===== config.mk =====
export PLATFORM = sky130hd
export DESIGN_NAME = oto_overlay
export DESIGN_NICKNAME = d
export VERILOG_FILES = /design/src/oto_pkg.sv /design/src/oto_sync.sv /design/src/oto_char_ram.sv /design/src/oto_overlay.sv
export SDC_FILE = /design/constraint.sdc
export NUM_CORES = 1
export LEC_CHECK = 0
export CAP_MARGIN = 10
export CORE_MARGIN = 2
export CORE_UTILIZATION = 66
export CTS_BUF_LIST = sky130_fd_sc_hd__clkbuf_4
export DETAILED_ROUTE_END_ITERATION = 8
export DONT_BUFFER_PORTS = 1
export PLACE_DENSITY = 0.82
export SLEW_MARGIN = 20
export SYNTH_ARGS = -nofsm -noshare
export SYNTH_HDL_FRONTEND = slang
export SYNTH_SLANG_ARGS = --single-unit

===== constraint.sdc =====
create_clock -name sys_clk -period 4.3 [get_ports sys_clk]
set_input_delay 1.29 -clock sys_clk [delete_from_list [all_inputs] [get_ports sys_clk]]
set_output_delay 1.29 -clock sys_clk [all_outputs]
set_load 0.01 [all_outputs]

===== src/oto_pkg.sv =====
// Package for the on-screen text overlay: register map, field positions,
// reset values, timing counts, state encodings and the size decode.
// Assumes a 40 MHz system clock and byte addresses on the register bus.
package oto_pkg;

	////////////////////////////////////////////////////////////////////////
	// Register map, byte addresses on the 10-bit bus address.
	localparam logic [9:0] VORG_OFS = 10'h000;
	localparam logic [9:0] HORG_OFS = 10'h004;
	localparam logic [9:0] GAPB_OFS = 10'h008;
	localparam logic [9:0] WGSZ_OFS = 10'h00c;
	localparam logic [9:0] BKD_OFS = 10'h010;
	localparam logic [9:0] BANK_OFS = 10'h014;
	localparam logic [9:0] MEN_OFS = 10'h018;
	localparam logic [9:0] STAT_OFS = 10'h01c;
	localparam logic [9:0] RAM_BASE = 10'h100;
	localparam logic [6:0] RAM_ENTRIES = 7'h50;
	localparam logic [2:0] LAST_DISP_LINE = 3'h4;
	localparam logic [3:0] LAST_COL = 4'hf;

	////////////////////////////////////////////////////////////////////////
	// Field positions.
	localparam int VAL_MSB = 5;
	localparam int FLAG_BIT = 6;
	localparam int GS_LSB = 6;
	localparam int KIND_BIT = 6;
	localparam int HDR_S_BIT = 6;
	localparam int RGB_LSB = 3;
	localparam int BGS_BIT = 2;
	localparam int WE_BIT = 1;
	localparam int GAPF_BIT = 0;
	localparam int BK_C0_LSB = 0;
	localparam int BK_C1_LSB = 3;
	localparam int BK_ON0_BIT = 6;
	localparam int BK_ON1_BIT = 7;

	////////////////////////////////////////////////////////////////////////
	// Reset values. Vertical origin and gap start at 1 since zero is illegal.
	localparam logic [6:0] VORG_RST = 7'h01;
	localparam logic [6:0] HORG_RST = 7'h00;
	localparam logic [6:0] GAPB_RST = 7'h01;
	localparam logic [7:0] WGSZ_RST = 8'h00;
	localparam logic [7:0] BKD_RST = 8'h00;

	////////////////////////////////////////////////////////////////////////
	// Timing. One pixel tick is two overlay oscillator periods.
	localparam int CLK_PERIOD_NS = 25;
	localparam int TICK_PERIOD_NS = 400;
	localparam int TICK_CYCLES = TICK_PERIOD_NS / CLK_PERIOD_NS;
	localparam logic [4:0] TICK_LAST = 5'(TICK_CYCLES - 1);
	localparam logic [6:0] LEAD_BASE_TICKS = 7'h0a;
	localparam logic [2:0] GLYPH_LAST_COL = 3'h5;
	localparam logic [3:0] GLYPH_LAST_ROW = 4'h8;

	////////////////////////////////////////////////////////////////////////
	// State encodings.
	typedef enum logic [1:0] {
		V_WAIT = 2'b00,
		V_ROW = 2'b01,
		V_GAP = 2'b10,
		V_DONE = 2'b11
	} oto_vstate_t;

	typedef enum logic [1:0] {
		H_IDLE = 2'b00,
		H_LEAD = 2'b01,
		H_CHAR = 2'b10,
		H_GAP = 2'b11
	} oto_hstate_t;

	// Size code {global size, line size} to multiple of the smallest cell.
	function automatic logic [2:0] size_scale(input logic [1:0] gs,
		input logic s);
		case ({gs, s})
			3'h1: size_scale = 3'h2;
			3'h3: size_scale = 3'h3;
			3'h4: size_scale = 3'h2;
			3'h5: size_scale = 3'h3;
			3'h6: size_scale = 3'h2;
			3'h7: size_scale = 3'h4;
			default: size_scale = 3'h1;
		endcase
	endfunction

endpackage


===== src/oto_sync.sv =====
// Two-flop synchroniser with rising-edge pulse for one sync pin.
// Assumes the pin is asynchronous to sys_clk and pulses are several
// clocks wide.
`timescale 1ns/1ps
module oto_sync (
	// Clock and reset
	input wire logic sys_clk,
	input wire logic reset,
	// Pin and pulse
	input wire logic pin_in,
	output logic rise_pulse
);
	logic meta_reg;
	logic sync_reg;
	logic prev_reg;

	always_ff @(posedge sys_clk) begin
		if (reset) begin
			meta_reg <= 1'b0;
			sync_reg <= 1'b0;
			prev_reg <= 1'b0;
		end else begin
			meta_reg <= pin_in;
			sync_reg <= meta_reg;
			prev_reg <= sync_reg;
		end
	end

	assign rise_pulse = sync_reg & ~prev_reg;
endmodule // oto_sync


===== src/oto_char_ram.sv =====
// Character memory of 80 seven-bit entries, five lines of sixteen.
// Assumes one write port from the bus and asynchronous read ports.
`timescale 1ns/1ps
module oto_char_ram (
	// Clock
	input wire logic sys_clk,
	// Write port
	input wire logic wr_en,
	input wire logic [6:0] wr_idx,
	input wire logic [6:0] wr_data,
	// Bus read port
	input wire logic [6:0] bus_idx,
	output logic [6:0] bus_data,
	// Display read ports
	input wire logic [6:0] disp_idx,
	output logic [6:0] disp_data,
	input wire logic [2:0] hdr_line,
	output logic [6:0] hdr_data
);
	logic [6:0] mem [0:79];

	always_ff @(posedge sys_clk) begin
		if (wr_en) begin
			mem[wr_idx] <= wr_data;
		end
	end

	assign bus_data = mem[bus_idx];
	assign disp_data = mem[disp_idx];
	// Column 0 of each line is its header entry.
	assign hdr_data = mem[{hdr_line, 4'h0}];
endmodule // oto_char_ram


===== src/oto_overlay.sv =====
// On-screen text overlay: register file on Avalon-MM, line and dot
// timing against video sync, character fetch and colour/blank output.
// Assumes sync pins asynchronous, a glyph table outside answering
// glyph_row_bits combinationally from the registered glyph address.
//
// Operation
// - Master enable writable at any time; write-only, one bit used.
// - Master enable 0 hides display and opens all registers and RAM.
// - Master enable 1 shows words per visible flag; other access blocked (status register still reads).
// - Outline bit 0 draws box background; 1 draws fringe.
// - First row starts at four lines times vertical origin; zero illegal.
// - Space-backdrop-off 1 hides background on spaces; else enables rule.
// - First character starts at (10 + horizontal origin) pixel ticks.
// - Full-screen blank holds blanking output always; else only drawing.
// - Gap flag inserts four lines times line-gap value after a row.
// - Size bits pick height 18/36/54/72 lines, width 6/12/18/24 ticks.
// - Space with gap flag adds (1 + word-gap value) ticks after it.
// - Extra word gap scales by 2, 3 or 4 with character size.
// - Each background colour comes from its own three RGB bits.
// - Selected background enable bit decides background on next word.
// - Bank bit picks glyph bank, 0 lower; change only while disabled.
// - Column 0 is a hidden header setting size, gap and first word.
// - Space sets colour, backdrop, visibility and gap flag of next word.
// - Character RAM holds 80 seven-bit entries, five lines of sixteen.
// - Low four address bits are column; upper bits select the line.
// - Non-space entry indexes one of 64 glyphs in the chosen bank.
// - Entry bit 6 is 0 for glyph index, 1 for space character.
// - Oscillator starts at next vertical sync; stops at once on disable.
// - Smallest size dot spans two video lines and one pixel tick.
//
// Local design decisions: the address map and the Avalon-MM slave port.
`timescale 1ns/1ps
module oto_overlay (
	// Clock and reset
	input wire logic sys_clk,
	input wire logic reset,
	// Avalon-MM register slave
	input wire logic [9:0] avs_address,
	input wire logic avs_read,
	input wire logic avs_write,
	input wire logic [31:0] avs_writedata,
	output logic [31:0] avs_readdata,
	output logic avs_waitrequest,
	// Video sync pins
	input wire logic hsync_pin,
	input wire logic vsync_pin,
	// Glyph table
	output logic glyph_bank_bit,
	output logic [5:0] glyph_index,
	output logic [3:0] glyph_row,
	input wire logic [5:0] glyph_row_bits,
	// Video outputs
	output logic red,
	output logic green,
	output logic blue,
	output logic blanking_output
);
	logic [6:0] vorg_reg;
	logic [6:0] horg_reg;
	logic [6:0] gapb_reg;
	logic [7:0] wgsz_reg;
	logic [7:0] bkd_reg;
	logic display_master_on;
	logic rd_done_reg;
	logic wr_ok;
	logic ram_hit;
	logic [9:0] ram_off;
	logic [6:0] bus_ram_data;
	logic [31:0] rd_mux;
	logic hs_rise;
	logic vs_rise;
	logic hs_d_reg;
	logic osc_on_reg;
	logic osc_run;
	logic [4:0] tick_cnt_reg;
	logic pixel_tick;
	oto_pkg::oto_vstate_t vstate;
	oto_pkg::oto_hstate_t hstate;
	logic [9:0] line_cnt_reg;
	logic [2:0] disp_line_reg;
	logic [3:0] sub_line_reg;
	logic [3:0] grow_reg;
	logic [7:0] vgap_reg;
	logic [6:0] hdr_data;
	logic [2:0] row_scale;
	logic last_disp_line;
	logic [3:0] col_reg;
	logic [9:0] cnt_reg;
	logic [2:0] dsub_reg;
	logic [2:0] dcol_reg;
	logic [2:0] line_scale_reg;
	logic [2:0] word_rgb_reg;
	logic word_bgs_reg;
	logic word_we_reg;
	logic [6:0] entry;
	logic is_space;
	logic [6:0] lead_last;
	logic [9:0] gap_ticks;
	logic s_in_char;
	logic s_in_gap;
	logic s_is_space;
	logic [2:0] s_dcol;
	logic [2:0] s_rgb;
	logic s_bgs;
	logic s_we;
	logic [2:0] bitpos;
	logic fg;
	logic fringe_hit;
	logic bg_on;
	logic [2:0] bg_rgb;
	logic bg_draw;
	logic visible;

	////////////////////////////////////////////////////////////////////////
	// Bus decode. Reads take one wait state; writes complete at once.
	assign ram_off = avs_address - oto_pkg::RAM_BASE;
	assign ram_hit = (avs_address >= oto_pkg::RAM_BASE) && !ram_off[9]
		&& (ram_off[8:2] < oto_pkg::RAM_ENTRIES);
	assign wr_ok = avs_write && ((avs_address == oto_pkg::MEN_OFS)
		|| !display_master_on);
	assign avs_waitrequest = avs_read && !rd_done_reg;

	always_ff @(posedge sys_clk) begin
		if (reset) begin
			display_master_on <= 1'b0;
		end else if (wr_ok && avs_address == oto_pkg::MEN_OFS) begin
			display_master_on <= avs_writedata[0];
		end
	end

	always_ff @(posedge sys_clk) begin
		if (reset) begin
			vorg_reg <= oto_pkg::VORG_RST;
			horg_reg <= oto_pkg::HORG_RST;
			gapb_reg <= oto_pkg::GAPB_RST;
			wgsz_reg <= oto_pkg::WGSZ_RST;
			bkd_reg <= oto_pkg::BKD_RST;
		end else if (wr_ok && !display_master_on) begin
			if (avs_address == oto_pkg::VORG_OFS) begin
				vorg_reg <= avs_writedata[6:0];
			end else if (avs_address == oto_pkg::HORG_OFS) begin
				horg_reg <= avs_writedata[6:0];
			end else if (avs_address == oto_pkg::GAPB_OFS) begin
				gapb_reg <= avs_writedata[6:0];
			end else if (avs_address == oto_pkg::WGSZ_OFS) begin
				wgsz_reg <= avs_writedata[7:0];
			end else if (avs_address == oto_pkg::BKD_OFS) begin
				bkd_reg <= avs_writedata[7:0];
			end
		end
	end

	// The bank has no guaranteed value for software; 0 after reset only
	// so that the glyph address is never undefined.
	always_ff @(posedge sys_clk) begin
		if (reset) begin
			glyph_bank_bit <= 1'b0;
		end else if (wr_ok && !display_master_on
			&& avs_address == oto_pkg::BANK_OFS) begin
			glyph_bank_bit <= avs_writedata[0];
		end
	end

	always_comb begin
		rd_mux = 32'h0000_0000;
		if (avs_address == oto_pkg::STAT_OFS) begin
			rd_mux = {26'h0, disp_line_reg, vstate == oto_pkg::V_ROW,
				osc_run, display_master_on};
		end else if (display_master_on) begin
			rd_mux = 32'h0000_0000;
		end else if (avs_address == oto_pkg::VORG_OFS) begin
			rd_mux = {25'h0, vorg_reg};
		end else if (avs_address == oto_pkg::HORG_OFS) begin
			rd_mux = {25'h0, horg_reg};
		end else if (avs_address == oto_pkg::GAPB_OFS) begin
			rd_mux = {25'h0, gapb_reg};
		end else if (avs_address == oto_pkg::WGSZ_OFS) begin
			rd_mux = {24'h0, wgsz_reg};
		end else if (avs_address == oto_pkg::BKD_OFS) begin
			rd_mux = {24'h0, bkd_reg};
		end else if (avs_address == oto_pkg::BANK_OFS) begin
			rd_mux = {31'h0, glyph_bank_bit};
		end else if (ram_hit) begin
			rd_mux = {25'h0, bus_ram_data};
		end
	end

	always_ff @(posedge sys_clk) begin
		if (reset) begin
			rd_done_reg <= 1'b0;
			avs_readdata <= 32'h0000_0000;
		end else begin
			rd_done_reg <= avs_read && !rd_done_reg;
			if (avs_read && !rd_done_reg) begin
				avs_readdata <= rd_mux;
			end
		end
	end

	oto_char_ram u_ram (
		.sys_clk(sys_clk),
		.wr_en(wr_ok && ram_hit && !display_master_on),
		.wr_idx(ram_off[8:2]),
		.wr_data(avs_writedata[6:0]),
		.bus_idx(ram_off[8:2]),
		.bus_data(bus_ram_data),
		.disp_idx({disp_line_reg, col_reg}),
		.disp_data(entry),
		.hdr_line(disp_line_reg),
		.hdr_data(hdr_data)
	);

	////////////////////////////////////////////////////////////////////////
	// Sync inputs and the overlay oscillator.
	oto_sync u_hsync (
		.sys_clk(sys_clk),
		.reset(reset),
		.pin_in(hsync_pin),
		.rise_pulse(hs_rise)
	);

	oto_sync u_vsync (
		.sys_clk(sys_clk),
		.reset(reset),
		.pin_in(vsync_pin),
		.rise_pulse(vs_rise)
	);

	always_ff @(posedge sys_clk) begin
		if (reset) begin
			osc_on_reg <= 1'b0;
		end else if (!display_master_on) begin
			osc_on_reg <= 1'b0;
		end else if (vs_rise) begin
			osc_on_reg <= 1'b1;
		end
	end

	// Gating with the enable stops output in the very cycle it clears.
	assign osc_run = osc_on_reg && display_master_on;

	// The tick phase restarts on each line so dots line up vertically.
	always_ff @(posedge sys_clk) begin
		if (reset || hs_rise || !osc_run) begin
			tick_cnt_reg <= 5'h00;
		end else if (tick_cnt_reg == oto_pkg::TICK_LAST) begin
			tick_cnt_reg <= 5'h00;
		end else begin
			tick_cnt_reg <= tick_cnt_reg + 5'h01;
		end
	end

	assign pixel_tick = osc_run && (tick_cnt_reg == oto_pkg::TICK_LAST);

	always_ff @(posedge sys_clk) begin
		if (reset) begin
			hs_d_reg <= 1'b0;
		end else begin
			hs_d_reg <= hs_rise;
		end
	end

	////////////////////////////////////////////////////////////////////////
	// Vertical sequencing: one step per video line.
	assign row_scale = oto_pkg::size_scale(wgsz_reg[7:6],
		hdr_data[oto_pkg::HDR_S_BIT]);
	assign last_disp_line = disp_line_reg == oto_pkg::LAST_DISP_LINE;

	always_ff @(posedge sys_clk) begin
		if (reset) begin
			vstate <= oto_pkg::V_DONE;
			line_cnt_reg <= 10'h000;
			disp_line_reg <= 3'h0;
			sub_line_reg <= 4'h0;
			grow_reg <= 4'h0;
			vgap_reg <= 8'h00;
		end else if (vs_rise) begin
			vstate <= oto_pkg::V_WAIT;
			line_cnt_reg <= 10'h000;
			disp_line_reg <= 3'h0;
			sub_line_reg <= 4'h0;
			grow_reg <= 4'h0;
		end else if (hs_rise) begin
			line_cnt_reg <= line_cnt_reg + 10'h001;
			case (vstate)
				oto_pkg::V_WAIT: begin
					if (line_cnt_reg + 10'h001
						== {2'b00, vorg_reg[5:0], 2'b00}) begin
						vstate <= oto_pkg::V_ROW;
					end
				end
				oto_pkg::V_ROW: begin
					if (sub_line_reg == {row_scale, 1'b0} - 4'h1) begin
						sub_line_reg <= 4'h0;
						if (grow_reg == oto_pkg::GLYPH_LAST_ROW) begin
							grow_reg <= 4'h0;
							if (hdr_data[oto_pkg::GAPF_BIT]) begin
								vstate <= oto_pkg::V_GAP;
								vgap_reg <= {gapb_reg[5:0], 2'b00} - 8'h01;
							end else if (last_disp_line) begin
								vstate <= oto_pkg::V_DONE;
							end else begin
								disp_line_reg <= disp_line_reg + 3'h1;
							end
						end else begin
							grow_reg <= grow_reg + 4'h1;
						end
					end else begin
						sub_line_reg <= sub_line_reg + 4'h1;
					end
				end
				oto_pkg::V_GAP: begin
					if (vgap_reg == 8'h00) begin
						vstate <= last_disp_line ? oto_pkg::V_DONE
							: oto_pkg::V_ROW;
						if (!last_disp_line) begin
							disp_line_reg <= disp_line_reg + 3'h1;
						end
					end else begin
						vgap_reg <= vgap_reg - 8'h01;
					end
				end
				default: begin
				end
			endcase
		end
	end

	////////////////////////////////////////////////////////////////////////
	// Horizontal sequencing: one step per pixel tick.
	assign is_space = entry[oto_pkg::KIND_BIT];
	assign lead_last = oto_pkg::LEAD_BASE_TICKS - 7'h01
		+ {1'b0, horg_reg[5:0]};
	assign gap_ticks = 10'(({1'b0, wgsz_reg[5:0]} + 7'h01)
		* line_scale_reg);

	always_ff @(posedge sys_clk) begin
		if (reset || !osc_run) begin
			hstate <= oto_pkg::H_IDLE;
			col_reg <= 4'h0;
			cnt_reg <= 10'h000;
			dsub_reg <= 3'h0;
			dcol_reg <= 3'h0;
			line_scale_reg <= 3'h1;
			word_rgb_reg <= 3'h0;
			word_bgs_reg <= 1'b0;
			word_we_reg <= 1'b0;
		end else if (hs_d_reg) begin
			col_reg <= 4'h0;
			cnt_reg <= 10'h000;
			line_scale_reg <= row_scale;
			word_rgb_reg <= hdr_data[oto_pkg::RGB_LSB +: 3];
			word_bgs_reg <= hdr_data[oto_pkg::BGS_BIT];
			word_we_reg <= hdr_data[oto_pkg::WE_BIT];
			hstate <= (vstate == oto_pkg::V_ROW) ? oto_pkg::H_LEAD
				: oto_pkg::H_IDLE;
		end else if (pixel_tick) begin
			case (hstate)
				oto_pkg::H_LEAD: begin
					if (cnt_reg[6:0] == lead_last) begin
						hstate <= oto_pkg::H_CHAR;
						col_reg <= 4'h1;
						dsub_reg <= 3'h0;
						dcol_reg <= 3'h0;
					end else begin
						cnt_reg <= cnt_reg + 10'h001;
					end
				end
				oto_pkg::H_CHAR: begin
					if (dsub_reg == line_scale_reg - 3'h1) begin
						dsub_reg <= 3'h0;
						if (dcol_reg == oto_pkg::GLYPH_LAST_COL) begin
							dcol_reg <= 3'h0;
							if (is_space) begin
								word_rgb_reg <= entry[oto_pkg::RGB_LSB +: 3];
								word_bgs_reg <= entry[oto_pkg::BGS_BIT];
								word_we_reg <= entry[oto_pkg::WE_BIT];
							end
							if (is_space && entry[oto_pkg::GAPF_BIT]) begin
								hstate <= oto_pkg::H_GAP;
								cnt_reg <= gap_ticks - 10'h001;
							end else if (col_reg == oto_pkg::LAST_COL) begin
								hstate <= oto_pkg::H_IDLE;
							end else begin
								col_reg <= col_reg + 4'h1;
							end
						end else begin
							dcol_reg <= dcol_reg + 3'h1;
						end
					end else begin
						dsub_reg <= dsub_reg + 3'h1;
					end
				end
				oto_pkg::H_GAP: begin
					if (cnt_reg != 10'h000) begin
						cnt_reg <= cnt_reg - 10'h001;
					end else if (col_reg == oto_pkg::LAST_COL) begin
						hstate <= oto_pkg::H_IDLE;
					end else begin
						hstate <= oto_pkg::H_CHAR;
						col_reg <= col_reg + 4'h1;
					end
				end
				default: begin
				end
			endcase
		end
	end

	////////////////////////////////////////////////////////////////////////
	// Glyph fetch stage: the table answers for the registered address, so
	// the drawing state is delayed by the same cycle.
	always_ff @(posedge sys_clk) begin
		if (reset) begin
			glyph_index <= 6'h00;
			glyph_row <= 4'h0;
			s_in_char <= 1'b0;
			s_in_gap <= 1'b0;
			s_is_space <= 1'b0;
			s_dcol <= 3'h0;
			s_rgb <= 3'h0;
			s_bgs <= 1'b0;
			s_we <= 1'b0;
		end else begin
			glyph_index <= entry[5:0];
			glyph_row <= grow_reg;
			s_in_char <= hstate == oto_pkg::H_CHAR;
			s_in_gap <= hstate == oto_pkg::H_GAP;
			s_is_space <= is_space;
			s_dcol <= dcol_reg;
			s_rgb <= word_rgb_reg;
			s_bgs <= word_bgs_reg;
			s_we <= word_we_reg;
		end
	end

	////////////////////////////////////////////////////////////////////////
	// Pixel composition. Fringe marks dots beside a lit dot in the row.
	assign bitpos = oto_pkg::GLYPH_LAST_COL - s_dcol;
	assign fg = s_in_char && !s_is_space && glyph_row_bits[bitpos];
	assign fringe_hit = s_in_char && !s_is_space
		&& ((s_dcol != 3'h0) && glyph_row_bits[3'(bitpos + 3'h1)]
		|| (s_dcol != oto_pkg::GLYPH_LAST_COL)
		&& glyph_row_bits[3'(bitpos - 3'h1)]);
	assign bg_on = s_bgs ? bkd_reg[oto_pkg::BK_ON1_BIT]
		: bkd_reg[oto_pkg::BK_ON0_BIT];
	assign bg_rgb = s_bgs ? bkd_reg[oto_pkg::BK_C1_LSB +: 3]
		: bkd_reg[oto_pkg::BK_C0_LSB +: 3];
	assign bg_draw = bg_on && !fg
		&& !(((s_in_char && s_is_space) || s_in_gap)
		&& horg_reg[oto_pkg::FLAG_BIT])
		&& (vorg_reg[oto_pkg::FLAG_BIT] ? fringe_hit
		: (s_in_char || s_in_gap));
	assign visible = s_we && osc_run;

	always_ff @(posedge sys_clk) begin
		if (reset) begin
			{red, green, blue} <= 3'h0;
			blanking_output <= 1'b0;
		end else begin
			if (visible && fg) begin
				{red, green, blue} <= s_rgb;
			end else if (visible && bg_draw) begin
				{red, green, blue} <= bg_rgb;
			end else begin
				{red, green, blue} <= 3'h0;
			end
			blanking_output <= gapb_reg[oto_pkg::FLAG_BIT]
				|| (visible && (fg || bg_draw));
		end
	end
endmodule // oto_overlay


[Yosys cells after proc, flatten, opt, wreduce, memory -nomap -nowiden]
Memories as Yosys holds them, arrays and structs flattened. A register that Yosys moved wholly into a read port is not among the register bits.
Index checks and enable logic that the tools add are counted.
Storage, ports and cells
  bits in registers: 171
  memory bits (writable): 560
  output and inout port bits: 48
  word-level logic and storage cells: 317
  memories kept: 1
Memory list
  u_ram.mem: words 80, width 7, rd ports 3, clocked after memory_dff 1, write ports 1, line oto_char_ram.sv:20  | logic [6:0] mem [0:79];
Operators by class
  $add $sub $neg: 21
  $mul: 1
  order comparisons: 5
  equal/unequal tests: 52
  mux-type cells: 100
  bitwise logic cells: 11
  reduce and logical (&&, ||, !) cells: 80
Operators by type and width (count)
  8-bit two-way mux: 11
  10-bit two-way mux: 5
  3-bit two-way mux: 16
  10-bit by 5-bit equality test with 1-bit output (second input constant): 4
  2-bit two-way mux: 18
  7-bit AND reduction: 5
  4-bit two-way mux: 8
  10-bit one-hot mux with 3 select lines: 1
  7-bit two-way mux: 4
  2-bit != test (second input constant): 14
  1-bit logical AND: 26
  1-bit two-way mux: 26
  10-bit by 1-bit adder with 10-bit output (second input constant): 2
  10-bit by 4-bit equality test with 1-bit output (second input constant): 2
  10-bit by 1-bit subtractor with 10-bit output (second input constant): 2
  3-bit equality test (second input constant): 6
  3-bit one-hot mux with 2 select lines: 3
  8-bit one-hot mux with 2 select lines: 1
  2-bit nonzero test: 8
  8-bit by 1-bit subtractor with 8-bit output (second input constant): 2
  3-bit != test (second input constant): 5
  5-bit AND reduction: 3
  3-bit by 1-bit adder with 3-bit output (second input constant): 4
  4-bit by 1-bit adder with 4-bit output (second input constant): 3
  other kinds (45): 91

[Logic depth before layout (Yosys ltp)]
Gate-level depths: netlist of the first run.
  depth in word-level cells: 13
  depth in mapped cells: 15

[Hierarchy]
From an unflattened synthesis of the first run, not the netlist that was laid out.
Second synthesis, totals
  cell total of the unflattened synthesis: 2379
  area total of the unflattened synthesis: 35330.1 um2
By module, submodules not included
  oto_char_ram: times used 1, cells each 1311, area each 26449.1 um2, seq. area each 16816.1 um2
  oto_overlay: times used 1, cells each 1054, area each 8705.8 um2, seq. area each 2822.7 um2
  oto_sync: times used 2, cells each 7, area each 87.6 um2, seq. area each 60.1 um2

[Worst setup path before layout of the first run]
No wires, ideal clock.
  kind: in2reg
  start: input port avs_address[2]
  end: register avs_readdata[5]
  library setup time: 132 ps
  data arrival time: 3487 ps
  required time: 4168 ps
  slack: 681 ps
  stages: 11
  path buffers: 3
  cells stage by stage: buf_2 buf_6 buf_2 mux4_2 mux4_2 mux2i_1 nor2_1 o21ai_1 o21ai_0 a221oi_1 nor4_1
On the way
  word-level cells in the longest chain between the ends: 13
  elaborated cells between the ends (all ways): 23
  those cells by class: 1 x add/sub; 2 x order compare; 6 x eq/ne; 9 x mux; 4 x reduce/logical; 1 x memory
RTL lines
  start: declaration: line oto_overlay.sv:38  | input wire logic [9:0] avs_address,
  branches (longest 12 deep; another with 10-bit by 9-bit subtractor with 10-bit output)
  8-bit two-way mux *: line oto_overlay.sv:166  | if (avs_address == oto_pkg::STAT_OFS) begin
  end signal: assignment: line oto_overlay.sv:195  | avs_readdata <= rd_mux;
  end: declaration: line oto_overlay.sv:42  | output logic [31:0] avs_readdata,
Every way passes the cells marked *.
A chain may end at the register's enable or synchronous reset.

[Worst setup path after layout of the first run]
  start: register col_reg[1]
  end: register cnt_reg[1]
On the way
  word-level cells in the longest chain between the ends: 4
RTL lines
  start: declaration: line oto_overlay.sv:87  | logic [3:0] col_reg;
  start signal: assignment: line oto_overlay.sv:385  | col_reg <= col_reg + 4'h1;
  start signal: assignment: line oto_overlay.sv:401  | col_reg <= col_reg + 4'h1;
  memory 80 x 7 bit
  1-bit logical AND: line oto_overlay.sv:379  | if (is_space && entry[oto_pkg::GAPF_BIT]) begin
  2-bit != test (no line)
  7-bit AND reduction (no line)
  end signal: assignment: line oto_overlay.sv:366  | cnt_reg <= cnt_reg + 10'h001;
  end signal: assignment: line oto_overlay.sv:381  | cnt_reg <= gap_ticks - 10'h001;
  end signal: assignment: line oto_overlay.sv:396  | cnt_reg <= cnt_reg - 10'h001;
  end: declaration: line oto_overlay.sv:88  | logic [9:0] cnt_reg;
No other way between the ends.

==> flow_summary.ini, run 1 <==
[cts]
ctsResizeCount = 0
cts_tree = yes
cts_root_buf = clkbuf_4
path_clk_slew_ps = 80
post-cts-setup-buffer-count = 0
htreeDepth = 4
cts_made_buffers = 179
cts_buffer_depth = 3
clk-insertion-delay-late_ps = 1090
hold_buffers = 0
clkSinkCount = 710

[global_route]
grt_use_total = 0.348
top_usage_layer = met2
grt_start_max_net_pins = 168
overflow = 0
grt_use_met3 = 0.102
grt_pass1_vias = 23012
gr-usage-met1 = 0.436
antenna_found_initial = 2
grt_use_met2 = 0.555
grt_pass1_wl_um = 142000

[synthesis]
yosysWarnings = 0
synth-xor-area-share = 0.0157
synthCells = 2333
netlist.top_cell.by_area = edfxtp_1
synth_top_cell_area_share = 0.474
ys.flop_type = edfxtp_1
synthTopCellsByArea = edfxtp_1 (47%), mux4_2 (21%), dfxtp_1 (8.5%)
synth-edff-count = 560
yosys.area_share.simple = 0.0742
syn_area_per_cell_um2 = 15.2
synth_compound_area_frac = 0.0524
yosys.area_share.adder = 0.0223
netlist_area_mm2 = 0.0354
yosysUniqueCellTypes = 92
synth-seq-area-share = 0.559
synth_top_family_by_area = multiplexers
synthMuxAreaShare = 0.244
yosys_register_bits = 710
async_flop_share = 0

[floorplan]
rows = 84
ios = 102
die_x_um = 236
coreArea_mm2 = 0.0529
initial_core_util = 0.670
dieArea_mm2 = 0.0556
die_y_um = 236

[timing]
min_period_ps = 3770
fmax_ghz = 0.265
setup_viol = 0
final.setup.tns_ps = 0
hold_viol = 0
worstMarginPinSlew_ps = 864
relSlewSlack = 0.424
slew_viol_final = 0
skew_ps = 57.3
finalCritPeriodShare = 0.877
rsz0062_at_grt = no

[placed_design]
hpwl_um = 61900
port_buffers = 0
routabilityCongestion = 0.959
place_area_mm2 = 0.0363

[worst_setup_path]
endpoint_kind = flip-flop
crit_required_ps = 5280
path_max_fanout = 39
rrSetupSlack_ps = 530
worstSetupPathType = reg2reg
start_kind = flip-flop
r2r_end = cnt_reg[1]
rr_startpoint = col_reg[1]
rr_worst_depth = 9
arrival_ps = 4750

[finish]
area_delta_synth_final_pct = 8.86
largest_reg_flops = 560
fillCellCount = 3167
design_area_mm2 = 0.0386
drive_gt1_frac = 0.287
nets = 2581

[flow_run]
max_cap_viol_count = 0

[drt]
viasPerCell = 7.10
routed_wirelength_um = 94800
firstDrtPassIters = 7
drtIter0Drc = 3363
drc = 0
vias = 23401
antenna_left = 0
wire_per_inst_um = 28.7

[power]
p_leak_nw = 12.7
powerDensity_mw_per_mm2 = 355
irDropWorstVdd_uv = 350

[worst_hold_path]
hold_path_class = in2reg
hold_path_depth = 1
min_from = reset
min_to = bkd_reg[5]

[status]
outcome = completed
-- worst max-delay path, cell delays in order (launching register included) --
cell      delay (ps)
dfxtp_4          820
buf_4            330
mux4_1           280
mux2i_1          160
a311oi_1         460
nand3_1          280
o211a_4          260
o21ai_1          510
nand2_1          250
a211oi_1         290
-- layout make-up --
| cell class | instances | area (um2) | share of cell area |
|---|---|---|---|
| antenna | 7 | 17.5 | 0.000454 |
| inverter | 60 | 225 | 0.00584 |
| sequential | 710 | 19800 | 0.514 |
| tap | 688 | 861 | 0.0223 |
| clock inverter | 59 | 378 | 0.00979 |
| multi-input combinational | 1423 | 14600 | 0.378 |
| timing repair buffer | 94 | 768 | 0.0199 |
| clock buffer | 256 | 1920 | 0.0498 |
-- cells by family (layout without fill, tap and decap cells) --
family	count (synthesis)	after routing
other	1	31
AOI/OAI and AO/OA	280	280
DFF	710	710
muxes	430	430
buffers and inverters	223	469
xor gates and xnor gates	62	62
adders and majority gates	59	59
and+or+nand+nor	568	568
-- power by group --
group,leakage [nW],switching (mW),total (mW),internal (mW)
sequential,6.25,0.0192,7.43,7.41
combinational,5.08,0.223,0.454,0.230
clock,1.35,2.82,5.81,2.99
total,12.7,3.06,13.7,10.6
-- layout by cell type (no fill, tap or decap), drive strengths merged, types with 9 or more instances in the layout --
cell type	n
nor3	36
inv	61
nand2	127
conb	24
dfxtp	150
clkinv	51
mux4	343
nor2b	36
mux2	14
nand3	44
nor2	241
nor4	9
xnor2	39
a22oi	31
a211oi	15
xor2	22
buf	94
o21ai	53
ha	52
nand2b	17
clkbuf	256
edfxtp	560
o211ai	11
nand4	9
a21oi	96
mux2i	73
-- layer usage --
metal / up-vias / share of wire
met4: 0 / 0.056
met3: 347 / 0.12
li1: 9627 / -
met2: 1783 / 0.49
met5: - / 0
met1: 11644 / 0.34
-- worst max-delay path by stage --
stage,start,endpoint,cells after the start
3_5_place_dp,avs_address[9],u_ram.mem[64][6],7
3_3_place_gp,avs_address[2],avs_readdata[5],8
4_1_cts,wgsz_reg[0],cnt_reg[7],15
5_1_grt,wgsz_reg[0],cnt_reg[7],15
2_1_floorplan,avs_address[2],avs_readdata[5],11
6_report,col_reg[1],cnt_reg[1],9
-- through the flow --
step | worst slack, ps | total power [mW] | utilization | hold WS, ps | cells
6_report | 530 | 13.7 | 0.730 | 306 | 3297
5_1_grt | 277 | 14.1 | 0.730 | 255 | 3296
4_1_cts | 611 | 13.7 | 0.729 | 247 | 3290
3_5_place_dp | 522 | 8.01 | 0.686 | 427 | 2975
3_3_place_gp | 620 | 8.00 | 0.686 | 424 | 2975
2_1_floorplan | 681 | 8.00 | - | 406 | 2356
-- synthesized netlist by cell type (all sizes together) (6+ instances only) --
| master | count |
|---|---|
| a22oi | 31 |
| buf | 113 |
| mux2 | 14 |
| edfxtp | 560 |
| nor2b | 36 |
| fa | 7 |
| a2111oi | 6 |
| o22ai | 7 |
| and3 | 8 |
| nand4 | 9 |
| mux4 | 343 |
| inv | 57 |
| and2 | 6 |
| nor4 | 9 |
| dfxtp | 150 |
| o211ai | 11 |
| nand2 | 127 |
| xnor2 | 39 |
| xor2 | 22 |
| a211oi | 15 |
| nor3 | 36 |
| clkbuf | 50 |
| mux2i | 73 |
| ha | 52 |
| nor2 | 241 |
| a21oi | 96 |
| nand2b | 17 |
| o41ai | 6 |
| nand3 | 44 |
| o21ai | 53 |
Power figures use the tool's default switching activity.
==> run 2: changes to the inputs <==
--- a/config.mk
+++ b/config.mk
@@ -15,4 +15,5 @@
 export SLEW_MARGIN = 20
 export SYNTH_ARGS = -nofsm -noshare
 export SYNTH_HDL_FRONTEND = slang
+export SYNTH_HIERARCHICAL = 1
 export SYNTH_SLANG_ARGS = --single-unit
==> run 2 against run 1 <==
Via count is 1.6% higher. Global-route usage shrank 0.61 points. Fmax is 10% lower. Critical endpoint is now col_reg[3]. Highest routed layer unchanged. Register-to-register slack got worse by 420 ps. Non-clock buffer count is 16 higher. Critical path depth is the same. Largest power group unchanged.
==> flow_summary.ini, run 2 <==
[status]
outcome = completed

[timing]
slew_viol_final = 0
setup_ws_ps = 113
hold_viol = 0
worstMarginPinSlew_ps = 1070
final.setup.tns_ps = 0
setup_viol = 0
finalCritPeriodShare = 0.974
relSlewSlack = 0.281
skew_ps = 65.6
hold-worst-slack_ps = 316
fmax_ghz = 0.239
rsz0062_at_grt = no
min_period_ps = 4190

[drt]
viasPerCell = 7.11
drc = 0
routed_wirelength_um = 94000
vias = 23777
antenna_left = 0
wire_per_inst_um = 28.1
drtIter0Drc = 3204
firstDrtPassIters = 6

[power]
power_mw = 13.4
p_leak_nw = 12.8
irDropWorstVdd_uv = 231
swShare = 0.224
switchingPower_mw = 2.99
power_frac_comb = 0.034
internal_power_mw = 10.4
power_frac_clock = 0.412
share_seq_of_total_power = 0.554
powerDensity_mw_per_mm2 = 348

[placed_design]
routabilityCongestion = 0.934
preCtsSetupSlack_ps = 273
dp_cells = 3029
place_area_mm2 = 0.0362
hpwl_um = 60400
port_buffers = 0

[finish]
area_delta_synth_final_pct = 8.67
drive_gt1_frac = 0.271
design_area_mm2 = 0.0384
fillCellCount = 3229
layoutNonFillerInstCount = 3344
nets = 2632
layout_common_cells = edfxtp_1 (560), mux4_2 (303), clkbuf_4 (247)
utilization = 0.728
final_common_cell = edfxtp_1
largest_reg_flops = 560

[worst_setup_path]
start_kind = flip-flop
rrSetupSlack_ps = 110
crit_required_ps = 5240
arrival_ps = 5130
path_max_fanout = 39
worstSetupPathType = reg2reg
endpoint_kind = flip-flop
rr_startpoint = col_reg[0]
rr_worst_depth = 9
r2r_end = col_reg[3]

[synthesis]
yosysWarnings = 6
synth-edff-count = 560
yosysUniqueCellTypes = 76
synthTopCellsByArea = edfxtp_1 (48%), mux4_2 (19%), dfxtp_1 (8.3%)
syn_area_per_cell_um2 = 14.9
yosys_register_bits = 707
synthCells = 2379
synth_top_cell_area_share = 0.476
ys.flop_type = edfxtp_1
yosysMostFrequentCell = edfxtp_1
netlist.top_cell.by_area = edfxtp_1
synth_common_cells = edfxtp_1 (560), mux4_2 (303), nor2_1 (209)
netlist_area_mm2 = 0.0353
synth-seq-area-share = 0.559
async_flop_share = 0

[worst_hold_path]
hold_path_depth = 1
hold_path_class = in2reg
min_to = u_vsync/prev_reg
min_from = reset

[global_route]
antenna_found_initial = 3
grt_use_total = 0.342
grt_start_max_net_pins = 160
overflow = 0
grt_pass1_wl_um = 141000
grt_pass1_vias = 23455

[cts]
ctsResizeCount = 0
cts_buffer_depth = 3
clk-insertion-delay-late_ps = 1050
path_clk_slew_ps = 70
hold_buffers = 0
post-cts-setup-buffer-count = 0
cts_root_buf = clkbuf_4
cts_made_buffers = 175
htreeDepth = 4
cts_tree = yes
clkSinkCount = 707

[floorplan]
ios = 102
coreArea_mm2 = 0.0528
dieArea_mm2 = 0.0554
die_y_um = 235
initial_core_util = 0.670
die_x_um = 235
rows = 84

[flow_run]
max_cap_viol_count = 0
==> run 2: metal layers <==
layer / vias up / share of wire / GRT usage
li1: 9825 / - / -
met4: 0 / 0.046 / 0.164
met1: 11868 / 0.36 / 0.447
met2: 1801 / 0.48 / 0.533
met5: - / 0 / 0
met3: 283 / 0.12 / 0.0997
==> run 2: final cells by class <==
cell class,count,area [um2],area share
antenna,8,20.0,0.000521
tap,688,861,0.0224
inverter,57,214,0.00557
clock inverter,60,315,0.00821
clock buffer,247,1850,0.0483
sequential,707,19800,0.515
timing repair buffer,110,863,0.0225
multi-input combinational,1467,14500,0.378
==> run 2: kinds of logic after synthesis <==
| group | after synthesis | share of synthesized area |
|---|---|---|
| buffers and inverters | 228 | 0.0329 |
| AND/OR/NAND/NOR | 586 | 0.0804 |
| multiplexers | 432 | 0.230 |
| AO/OA/AOI/OAI | 312 | 0.0607 |
| XOR/XNOR | 53 | 0.0135 |
| other | 1 | 0.000106 |
| flip-flops | 707 | 0.559 |
| adder cells (fa/ha/maj) | 60 | 0.0227 |
==> run 2: worst max-delay path by stage <==
stage               slack [ps]  depth (start not counted)             start               end
CTS                        240                         10        col_reg[0]        col_reg[3]
finish                     110                          9        col_reg[0]        col_reg[3]
detailed placement         270                          7    avs_address[8]  u_ram/mem[75][3]
floorplan                  460                         13  disp_line_reg[0]       vgap_reg[2]
global placement           350                          7    avs_address[8]  u_ram/mem[75][3]
global route               0.3                         10        col_reg[0]        col_reg[3]
==> run 2: power groups by stage <==
stage / Combinational [mW] / Sequential (mW) / Clock (mW)
after floorplan: 0.431 / 7.55 / 0
after global placement: 0.419 / 7.55 / 0
after detailed placement: 0.433 / 7.55 / 0
after CTS: 0.435 / 7.40 / 5.57
after global routing: 0.467 / 7.40 / 5.92
final: 0.455 / 7.40 / 5.51
==> run 2: critical path, cell delays in order, from the launching register on <==
cell and delay, ps:
dfxtp_4 920, mux4_2 630, a22oi_1 310, nand4_1 240, a22oi_1 340, nand2_1 230, and3_1 260, nor4_2 570
o21ai_0 230, a32o_1 300
